[config.mk]
export PLATFORM = sky130hd
export DESIGN_NAME = timer0_shared_prescaler
export DESIGN_NICKNAME = d
export VERILOG_FILES = /design/src/timer0_pkg.sv /design/src/prescaler_if.sv /design/src/shared_prescaler.sv /design/src/timer0_shared_prescaler.sv
export SDC_FILE = /design/constraint.sdc
export NUM_CORES = 1
export LEC_CHECK = 0
export BUFFER_PORTS_ARGS = -buffer_cell sky130_fd_sc_hd__buf_2
export CAP_MARGIN = 40
export CORE_ASPECT_RATIO = 0.75
export CORE_MARGIN = 8
export CORE_UTILIZATION = 25
export DETAILED_ROUTE_END_ITERATION = 8
export HOLD_SLACK_MARGIN = 0.15
export PLACE_DENSITY = 0.43
export SLEW_MARGIN = 40
export SYNTH_ARGS = -nofsm -noshare
export SYNTH_HDL_FRONTEND = slang
export SYNTH_SLANG_ARGS = --single-unit
[constraint.sdc]
create_clock -name clock -period 5.1 [get_ports clock]
set_input_delay 0.51 -clock clock [delete_from_list [all_inputs] [get_ports clock]]
set_output_delay 0.51 -clock clock [all_outputs]
set_load 0.02 [all_outputs]
[src/timer0_pkg.sv]
package timer0_pkg;

    // ****************************************
    // Register map
    // ****************************************
    localparam logic [7:0] OFFSET_OPTION    = 8'h00;
    localparam logic [7:0] OFFSET_COUNT     = 8'h04;
    localparam logic [7:0] OFFSET_INTCTL    = 8'h08;
    localparam logic [7:0] OFFSET_DIRECTION = 8'h0C;
    localparam logic [7:0] OFFSET_STATUS    = 8'h10;
    localparam logic [7:0] OFFSET_MASK      = 8'h14;

    localparam logic [7:0] OPTION_RESET     = 8'hFF;
    localparam logic [7:0] COUNT_RESET      = 8'h00;
    localparam logic [7:0] INTCTL_RESET     = 8'h00;
    localparam logic [5:0] DIRECTION_RESET  = 6'h3F;
    localparam logic [1:0] EVENT_RESET      = 2'h0;
    localparam logic [7:0] COUNT_TOP        = 8'hFF;
    localparam logic [7:0] PRESCALE_RESET   = 8'h00;

    // ****************************************
    // Field positions
    // ****************************************
    localparam int OPT_PULLUP_DISABLE = 7;
    localparam int OPT_EXT_EDGE       = 6;
    localparam int OPT_SOURCE         = 5;
    localparam int OPT_COUNT_EDGE     = 4;
    localparam int OPT_ASSIGN         = 3;
    localparam int OPT_RATE_LSB       = 0;
    localparam int INT_OVF_ENABLE     = 5;
    localparam int INT_EXT_ENABLE     = 4;
    localparam int INT_OVF_FLAG       = 2;
    localparam int INT_EXT_FLAG       = 1;
    localparam int EVT_OVERFLOW       = 0;
    localparam int EVT_EXT_EDGE       = 1;

    // ****************************************
    // Phase clocks, four system clocks per instruction cycle
    // ****************************************
    localparam logic [1:0] PHASE_Q2 = 2'h1;
    localparam logic [1:0] PHASE_Q4 = 2'h3;

endpackage : timer0_pkg

[src/prescaler_if.sv]
`timescale 1ns/1ps
`default_nettype none
interface prescaler_if;
    logic       tick_in;
    logic       clear;
    logic       to_watchdog;
    logic [2:0] rate;
    logic       tick_out;

    modport owner (output tick_in, output clear, output to_watchdog, output rate, input tick_out);
    modport unit  (input tick_in, input clear, input to_watchdog, input rate, output tick_out);
endinterface : prescaler_if
`default_nettype wire

[src/shared_prescaler.sv]
`timescale 1ns/1ps
`default_nettype none
module shared_prescaler
    import timer0_pkg::*;
(
    input wire logic   clock,
    input wire logic   reset,
    prescaler_if.unit  pif
);
    logic [7:0] count_q;
    logic [3:0] ratio_log;
    logic [7:0] ratio_mask;

    // The watchdog ratio starts at 1:1, the timer ratio one step higher.
    assign ratio_log = pif.to_watchdog ? {1'b0, pif.rate} : ({1'b0, pif.rate} + 4'h1);

    for (genvar i = 0; i < 8; i++) begin : g_mask
        assign ratio_mask[i] = (4'(i) < ratio_log);
    end

    assign pif.tick_out = pif.tick_in & ((count_q & ratio_mask) == ratio_mask);

    always_ff @(posedge clock or posedge reset) begin
        if (reset) begin
            count_q <= PRESCALE_RESET;
        end else if (pif.clear) begin
            count_q <= PRESCALE_RESET;
        end else if (pif.tick_in) begin
            count_q <= count_q + 8'h01;
        end
    end
endmodule : shared_prescaler
`default_nettype wire

[src/timer0_shared_prescaler.sv]
// Implementation choices: the address map and the APB register port.
`timescale 1ns/1ps
`default_nettype none
module timer0_shared_prescaler
    import timer0_pkg::*;
(
    input  wire logic        clock,
    input  wire logic        reset,
    input  wire logic        psel,
    input  wire logic        penable,
    input  wire logic        pwrite,
    input  wire logic [7:0]  paddr,
    input  wire logic [31:0] pwdata,
    output logic [31:0]      prdata,
    output logic             pready,
    output logic             pslverr,
    input  wire logic        count_input_pin,
    input  wire logic        ext_irq_pin,
    input  wire logic        sleep,
    input  wire logic        clear_watchdog_instruction,
    input  wire logic        watchdog_base_tick,
    output logic             watchdog_prescaled_tick,
    output logic             overflow_irq_request,
    output logic             ext_irq_request,
    output logic             pullup_disable,
    output logic [5:0]       pin_direction,
    output logic             irq
);
    // ****************************************
    // Register bus decode
    // ****************************************
    logic [7:0]  option_q;
    logic [7:0]  count_q;
    logic [7:0]  intctl_q;
    logic [5:0]  direction_q;
    logic [1:0]  status_q;
    logic [1:0]  mask_q;
    logic [31:0] prdata_q;

    wire hit_option    = (paddr == OFFSET_OPTION);
    wire hit_count     = (paddr == OFFSET_COUNT);
    wire hit_intctl    = (paddr == OFFSET_INTCTL);
    wire hit_direction = (paddr == OFFSET_DIRECTION);
    wire hit_status    = (paddr == OFFSET_STATUS);
    wire hit_mask      = (paddr == OFFSET_MASK);
    wire hit_any       = hit_option | hit_count | hit_intctl | hit_direction | hit_status | hit_mask;

    wire setup_phase  = psel & ~penable;
    wire access_phase = psel & penable;
    wire write_ok     = access_phase & pwrite & hit_any;

    wire write_option    = write_ok & hit_option;
    wire write_count     = write_ok & hit_count;
    wire write_intctl    = write_ok & hit_intctl;
    wire write_direction = write_ok & hit_direction;
    wire write_status    = write_ok & hit_status;
    wire write_mask      = write_ok & hit_mask;

    // The prescaler count itself has no address at all.
    wire [31:0] read_mux =
        hit_option    ? {24'h00_0000, option_q} :
        hit_count     ? {24'h00_0000, count_q} :
        hit_intctl    ? {24'h00_0000, intctl_q} :
        hit_direction ? {26'h000_0000, direction_q} :
        hit_status    ? {30'h0000_0000, status_q} :
        hit_mask      ? {30'h0000_0000, mask_q} :
                        32'h0000_0000;

    // Read data is captured in the setup cycle so that prdata comes from a flip-flop.
    always_ff @(posedge clock or posedge reset) begin
        if (reset) begin
            prdata_q <= 32'h0000_0000;
        end else if (setup_phase) begin
            prdata_q <= read_mux;
        end
    end

    assign prdata  = prdata_q;
    assign pready  = access_phase;
    assign pslverr = access_phase & ~hit_any;

    // ****************************************
    // Option and direction registers
    // ****************************************
    always_ff @(posedge clock or posedge reset) begin
        if (reset) begin
            option_q    <= OPTION_RESET;
            direction_q <= DIRECTION_RESET;
        end else begin
            if (write_option) begin
                option_q <= pwdata[7:0];
            end
            if (write_direction) begin
                direction_q <= pwdata[5:0];
            end
        end
    end

    wire       to_watchdog  = option_q[OPT_ASSIGN];
    wire       source_pin   = option_q[OPT_SOURCE];
    wire       falling_edge = option_q[OPT_COUNT_EDGE];
    wire       ext_rising   = option_q[OPT_EXT_EDGE];
    wire [2:0] rate         = option_q[OPT_RATE_LSB +: 3];

    assign pullup_disable = option_q[OPT_PULLUP_DISABLE];
    assign pin_direction  = direction_q;

    // ****************************************
    // Phase clocks
    // ****************************************
    logic [1:0] phase_q;

    always_ff @(posedge clock or posedge reset) begin
        if (reset) begin
            phase_q <= 2'h0;
        end else begin
            phase_q <= phase_q + 2'h1;
        end
    end

    wire instr_tick   = (phase_q == PHASE_Q4);
    wire sample_phase = (phase_q == PHASE_Q2) | (phase_q == PHASE_Q4);

    // ****************************************
    // Pin synchronisers
    // ****************************************
    // A pin level is accepted only after the second and third stages agree, which
    // filters a single-cycle glitch; a pin change reaches pin_rise or pin_fall three cycles later.
    wire [1:0]  pin_raw = {ext_irq_pin, count_input_pin};
    logic [1:0] pin_rise;
    logic [1:0] pin_fall;

    for (genvar k = 0; k < 2; k++) begin : g_sync
        logic [2:0] stage_q;
        logic       level_q;
        wire        agree = (stage_q[1] == stage_q[2]);

        always_ff @(posedge clock or posedge reset) begin
            if (reset) begin
                stage_q <= 3'h0;
                level_q <= 1'b0;
            end else begin
                stage_q <= {stage_q[1:0], pin_raw[k]};
                if (agree) begin
                    level_q <= stage_q[2];
                end
            end
        end

        assign pin_rise[k] = agree & stage_q[2] & ~level_q;
        assign pin_fall[k] = agree & ~stage_q[2] & level_q;
    end

    // ****************************************
    // Count source and shared prescaler
    // ****************************************
    prescaler_if pif ();

    wire pin_edge   = falling_edge ? pin_fall[0] : pin_rise[0];
    wire src_event  = (source_pin ? pin_edge : instr_tick) & ~sleep;

    assign pif.to_watchdog = to_watchdog;
    assign pif.rate        = rate;
    assign pif.tick_in     = to_watchdog ? watchdog_base_tick : src_event;
    assign pif.clear       = to_watchdog ? clear_watchdog_instruction : write_count;

    shared_prescaler u_prescaler (
        .clock (clock),
        .reset (reset),
        .pif   (pif)
    );

    assign watchdog_prescaled_tick = to_watchdog & pif.tick_out;

    wire timer_event = to_watchdog ? src_event : pif.tick_out;

    // ****************************************
    // Timer count
    // ****************************************
    // Pin-driven events wait for the next Q2 or Q4 before reaching the count.
    logic pending_q;
    wire  increment = ~sleep & (source_pin ? (pending_q & sample_phase) : timer_event);

    always_ff @(posedge clock or posedge reset) begin
        if (reset) begin
            pending_q <= 1'b0;
        end else if (timer_event & source_pin) begin
            pending_q <= 1'b1;
        end else if (increment | ~source_pin) begin
            pending_q <= 1'b0;
        end
    end

    wire overflow = increment & ~write_count & (count_q == COUNT_TOP);

    always_ff @(posedge clock or posedge reset) begin
        if (reset) begin
            count_q <= COUNT_RESET;
        end else if (write_count) begin
            count_q <= pwdata[7:0];
        end else if (increment) begin
            count_q <= count_q + 8'h01;
        end
    end

    // ****************************************
    // Interrupt control and event status
    // ****************************************
    wire ext_event = ext_rising ? pin_rise[1] : pin_fall[1];

    logic [7:0] intctl_d;
    logic [1:0] status_d;
    wire  [1:0] events = {ext_event, overflow};

    // Hardware setting a flag wins over software clearing it in the same cycle.
    always_comb begin
        intctl_d = write_intctl ? pwdata[7:0] : intctl_q;
        intctl_d[INT_OVF_FLAG] = intctl_d[INT_OVF_FLAG] | overflow;
        intctl_d[INT_EXT_FLAG] = intctl_d[INT_EXT_FLAG] | ext_event;
        status_d = (write_status ? (status_q & ~pwdata[1:0]) : status_q) | events;
    end

    always_ff @(posedge clock or posedge reset) begin
        if (reset) begin
            intctl_q <= INTCTL_RESET;
            status_q <= EVENT_RESET;
            mask_q   <= EVENT_RESET;
        end else begin
            intctl_q <= intctl_d;
            status_q <= status_d;
            if (write_mask) begin
                mask_q <= pwdata[1:0];
            end
        end
    end

    assign overflow_irq_request = intctl_q[INT_OVF_FLAG] & intctl_q[INT_OVF_ENABLE];
    assign ext_irq_request      = intctl_q[INT_EXT_FLAG] & intctl_q[INT_EXT_ENABLE];
    assign irq                  = |(status_q & mask_q);

endmodule : timer0_shared_prescaler
`default_nettype wire

Word level (Yosys, flattened, before mapping)
Cells that the tools add are included.

storage, ports and cells
  memory bits (writable) = 0
  output and inout port bits = 45
  memories = 0
  bits of input ports = 50
  bits in read-only memories = 0
  logic and storage cells = 117
  register bits = 85
  latch bits = 0

operators by class
  reduce and logical (&&, ||, !) cells = 5
  eq/ne operators = 11
  bitwise logic cells = 52
  shifts and indexed selects = 0
  multiply operators = 0
  add/subtract/negate cells = 4
  $lt $le $gt $ge = 8
  divide/modulo/power cells = 0
  multiplexer cells = 22

operators with widths
  cell                                                                  count
  8-bit two-way mux                                                     7
  1-bit AND                                                             29
  8-bit by 1-bit adder with 8-bit output (second input constant)        2
  8-bit by 4-bit == test with 1-bit output (second input constant)      2
  8-bit by 5-bit == test with 1-bit output (second input constant)      2
  3-bit by 4-bit < comparator with 1-bit output (first input constant)  4
  1-bit two-way mux                                                     9
  1-bit inverter                                                        9
  1-bit OR                                                              9
  8-bit AND                                                             1
  8-bit by 3-bit == test with 1-bit output (second input constant)      1
  8-bit == test                                                         1
  8-bit == test (second input constant)                                 1
  8-bit zero test                                                       1
  1-bit by 4-bit < comparator with 1-bit output (first input constant)  2
  2-bit by 4-bit < comparator with 1-bit output (first input constant)  2
  2-bit two-way mux                                                     3
  6-bit two-way mux                                                     1
  2-bit nonzero test                                                    3
  3-bit by 1-bit adder with 4-bit output (second input constant)        1
  2-bit AND                                                             2
  4-bit two-way mux                                                     1
  3-bit two-way mux                                                     1
  2-bit by 1-bit adder with 2-bit output (second input constant)        1
  other kinds (6)                                                       7

Logic depth before layout (Yosys ltp)
  word-level depth = 14
  mapped depth = 10

Modules after synthesis
From an unflattened synthesis, not the netlist that was laid out.

unflattened totals
  cells, all modules = 359
  area total of the unflattened synthesis = 3578.4 µm²

by module, submodules not included
  module                   seq. area each (µm²)  cells an instance  area each (µm²)  instances
  timer0_shared_prescaler  1343.8                291                2979.1           1
  shared_prescaler         200.2                 68                 599.3            1

Worst setup path before layout
No wires, ideal clock.

  kind = register -> register
  start = register option_q[1]
  end = register count_q[7]
  stages on the path, launching flop included = 10
  data arrival time = 2.684 ns
  setup slack = 2.279 ns
  period minus slack after synthesis = 2.821 ns
  path buffers = 1
  cells stage by stage = dfstp_2 ha_1 nor4b_1 or3_1 o221ai_2 or4b_1 buf_2 a2111oi_4 xnor2_1 a21oi_1

on the way
  word-level cells in the longest chain between the ends = 10
  elaborated cells between the ends (all ways) = 17

RTL lines
  item                                                                   RTL line                        RTL
  start, declared                                                        timer0_shared_prescaler.sv:32   logic [7:0] option_q;
  start signal, assigned                                                 timer0_shared_prescaler.sv:91   option_q <= pwdata[7:0];
  3-bit by 1-bit adder with 4-bit output                                 shared_prescaler.sv:15          assign ratio_log = pif.to_watchdog ? {1'b0, pif.rate} : ({1'b0, pif.rate} + 4'h1);
  4-bit two-way mux *                                                    shared_prescaler.sv:15
  1-bit by 4-bit < comparator with 1-bit output (tied with other cells)  shared_prescaler.sv:18          assign ratio_mask[i] = (4'(i) < ratio_log);
  8-bit AND                                                              shared_prescaler.sv:21          assign pif.tick_out = pif.tick_in & ((count_q & ratio_mask) == ratio_mask);
  8-bit == test *                                                        shared_prescaler.sv:21
  1-bit AND *                                                            shared_prescaler.sv:21
  1-bit two-way mux *                                                    timer0_shared_prescaler.sv:175  wire timer_event = to_watchdog ? src_event : pif.tick_out;
  1-bit two-way mux *                                                    timer0_shared_prescaler.sv:182  wire increment = ~sleep & (source_pin ? (pending_q & sample_phase) : timer_event);
  1-bit AND *                                                            timer0_shared_prescaler.sv:182
  2-bit nonzero test (no source line) *                                  --
  end signal, assigned                                                   timer0_shared_prescaler.sv:200  count_q <= pwdata[7:0];
  end signal, assigned                                                   timer0_shared_prescaler.sv:202  count_q <= count_q + 8'h01;
  end, declared                                                          timer0_shared_prescaler.sv:33   logic [7:0] count_q;

Mark *: on every way between the ends. The rest lies on a longest branch, timed or not.
A chain may end at the register's enable or synchronous reset.

Worst setup path after layout
  start = register option_q[0]
  end = register count_q[7]

Same word-level chain as after synthesis.

==> key figures <==
Place
  • Final GP Congestion: 0.7383
  • Number of port buffers: 46
  • Detail Placement HPWL: 6246 um

Yosys
  • Largest family of logic cells by synthesized area: simple AND/OR/NAND/NOR gates
  • Top-count cell post-synth: dfrtp_1
  • Mux cell area share after synthesis: 13.29%
  • Synth top cells by count: dfrtp_1 (47), nand2_1 (42), buf_4 (24), nor2_1 (23), mux2_2 (20)
  • Post-synthesis simple-gate area fraction: 15.76%
  • Post-synthesis cell type count: 46
  • Avg Inst Size Synth: 10.24 um^2
  • Syn Std Cell Area: 3390 um^2
  • Synth Area in Adders: 3.322%
  • Post-synthesis compound-gate area fraction: 9.561%
  • Fraction of registers with async set/reset: 100.0%
  • Post-synthesis sequential area ratio: 45.55%
  • Synth warn: 0
  • Main synth FF type: dfrtp_1
  • Synth Area in XOR/XNOR: 3.618%
  • #FFs+latches synth: 61
  • Synth area leaders: dfrtp_1 (35%), dfstp_2 (11%), mux2_2 (6.6%)
  • Cell taking the most area after synthesis: dfrtp_1
  • Mapped Cells: 331
  • Area share of the largest cell type after synthesis: 34.70%
  • EDFF count, synth: 0

Clock tree
  • Resized Gates After CTS: 0
  • Clock root buffer: clkbuf_16
  • Clock buffer count from CTS: 9
  • Clk buf depth: 2
  • CTS tree: done
  • Clock sinks: 61
  • Postcts setup bufs: 0
  • CTS Hold Bufs: 0
  • Clk Latency, worst-skew pair: 0.33 ns
  • CTS H-Tree Depth: 3
  • Worst-path clk slew: 0.05 ns

Timing
  • Worst Max-Slew Pin Slew: 0.7006 ns
  • Setup TNS: 0 ns
  • Max-slew violations: 0
  • Unrepaired setup endpoints after global routing: false
  • Final Skew: 0.005066 ns
  • Setup violators final: 0
  • Fin. Hold Viols: 0
  • Relative slew slack: 53.05%
  • FMAX: 310.9 MHz
  • Tmin final: 3.216 ns
  • Tcrit/Tclk final: 63.06%

Run
  • Max-capacitance violation count: 0

Worst setup path
  • Setup crit end: count_q[7]
  • Crit start category: flip-flop
  • RR Startpoint: option_q[0]
  • Worst Path Max Fanout: 11
  • Crit Path Category: reg -> reg
  • Worst R2R End: count_q[7]
  • CP required: 5.27 ns
  • R2r worst-path depth: 8
  • WP data arrival: 3.39 ns
  • Crit end category: flip-flop
  • CP startpoint: option_q[0]
  • R2R setup slack: 1.88 ns

Routing
  • Drc violations: 0
  • Wire length per cell: 15.12 um
  • Total wire length: 8436 um
  • Detailed Route Iter0 Violations: 139
  • Routed via count: 2476
  • Routed Antenna Nets: 0
  • Vias per inst: 4.437
  • DRT Pass-1 Iters: 4

Finish
  • Fin util: 29.47%
  • Layout Nets: 437
  • P&R area growth vs syn: 17.13%
  • Antenna diodes: 0
  • Layout cell share with drive strength beyond 1: 26.89%

Floorplan
  • I/O Pins: 95
  • Height of the die: 116.8 um
  • Initial Util: 25.16%
  • Chip width: 150.5 um
  • Die area: 17580 um^2
  • Placement row count: 37
  • Core area: 13470 um^2

Power
  • PwrDens: 320.5 nW/um^2
  • Max IR drop VDD: 153.8 uV
  • Static Leakage: 1.821 nW

GRT
  • First-pass GRT wire length: 13280 um
  • Gr ovfl total: 0
  • Largest net degree at the start of global routing: 62
  • Antenna violations before repair: 0
  • GRT Total Usage: 9.942%
  • Number of global-route vias before repair: 2419

Hold path
  • Hold WC Path Type: in -> reg

Run status
  • Status: finished clean
metal layers:
| metal | GRT usage [%] | vias to the layer above | part of all wire [%] |
|---|---|---|---|
| met5 | 0 | - | 0 |
| met4 | 2.988 | 0 | 1.0 |
| met3 | 3.842 | 9 | 8.3 |
| met2 | 13.77 | 60 | 41 |
| met1 | 13.90 | 1211 | 50 |
| li1 | - | 1196 | - |
cells in the final DEF (no fill, tap or decap), types with 2 or more instances in the layout:
cell type	Yosys	layout
mux2_2	20	20
nand2_1	42	42
nand4_1	3	3
mux4_2	6	6
clkbuf_16	0	9
xor2_1	7	7
and4_1	2	2
nor3b_1	2	2
a21oi_1	13	13
a31oi_1	3	3
conb_1	1	24
nand4b_1	2	2
a211oi_1	3	3
ha_1	9	9
a21boi_0	2	2
buf_2	1	46
a311o_1	2	2
nor2b_1	3	3
clkbuf_1	7	4
mux2i_1	9	9
and3_1	3	3
or3_1	4	4
dfstp_2	14	14
o21ai_1	2	2
xnor2_1	7	7
and2_1	7	7
nor2_1	23	23
dfrtp_1	47	47
nand3_1	11	11
inv_1	16	15
clkinv_2	0	2
o21ai_0	18	18
nand2b_1	3	3
registers in the layout, summed over array words and instances (netlist names), 2 cells and up:
register and cells:
mask_q 2, option_q 8, prdata 8, count_q 8, pin_direction 6, phase_q 2
g_sync.stage_q 6, g_sync.level_q 2, intctl_q 8, status_q 2, u_prescaler.count_q 8
power by group:
group | leakage, nW | switching [W] | internal, W
registers | 0.750 | 0.0000487 | 0.000524
logic | 0.940 | 0.0000906 | 0.0000675
clock network | 0.131 | 0.000202 | 0.000340
how the worst min path moves through the flow:
| stage | from | endpoint | slack, ns | depth (start not counted) |
|---|---|---|---|---|
| 2_1_floorplan | g_sync[0].stage_q[0] | g_sync[0].stage_q[1] | 0.33 | 0 |
| 3_5_place_dp | g_sync[0].stage_q[0] | g_sync[0].stage_q[1] | 0.34 | 0 |
| 3_3_place_gp | g_sync[1].stage_q[0] | g_sync[1].stage_q[1] | 0.33 | 0 |
| 4_1_cts | ext_irq_pin | g_sync[1].stage_q[0] | 0.27 | 1 |
| 5_1_grt | count_input_pin | g_sync[0].stage_q[0] | 0.28 | 1 |
| 6_report | ext_irq_pin | g_sync[1].stage_q[0] | 0.29 | 1 |
logic make-up (layout without fill, tap and decap cells):
kind of cell | Yosys count | after routing
and+or+nand+nor | 110 | 110
DFF | 61 | 61
buffers and inverters | 51 | 80
AOI/OAI and AO/OA | 50 | 50
muxes | 35 | 35
xor gates and xnor gates | 14 | 14
adders and majority gates | 9 | 9
other | 1 | 24
layout make-up:
class / instances / area [um^2]
flip-flops and latches: 61 / 1544
fillers: 1420 / 9502
inverters: 16 / 60.06
clock buffers: 14 / 254.0
multi-input cells: 242 / 1634
well taps: 175 / 219.0
repair buffers: 48 / 249.0
clock inverters: 2 / 10.01
critical path, stage by stage, from the launching register on:
cell,delay (ns)
dfstp_2,0.64
ha_1,0.31
nor4b_1,0.16
or3_1,0.39
o221ai_2,0.25
or4b_1,0.64
a2111oi_4,0.42
xnor2_1,0.17
a21oi_1,0.09
per-stage QoR:
stage / setup WS (ns) / power (W) / cell area, um^2 / hold slack (ns) / std cells
after floorplan: 2.279 / 0.0006987 / 3476 / 0.3312 / 354
after global placement: 1.935 / 0.0007327 / 3702 / 0.3317 / 542
after detailed placement: 1.921 / 0.0007378 / 3702 / 0.3396 / 542
after CTS: 1.895 / 0.001296 / 3966 / 0.2737 / 558
after global routing: 1.736 / 0.001343 / 3970 / 0.2791 / 558
final: 1.884 / 0.001273 / 3970 / 0.2891 / 558
Power figures use the tool's default switching activity.
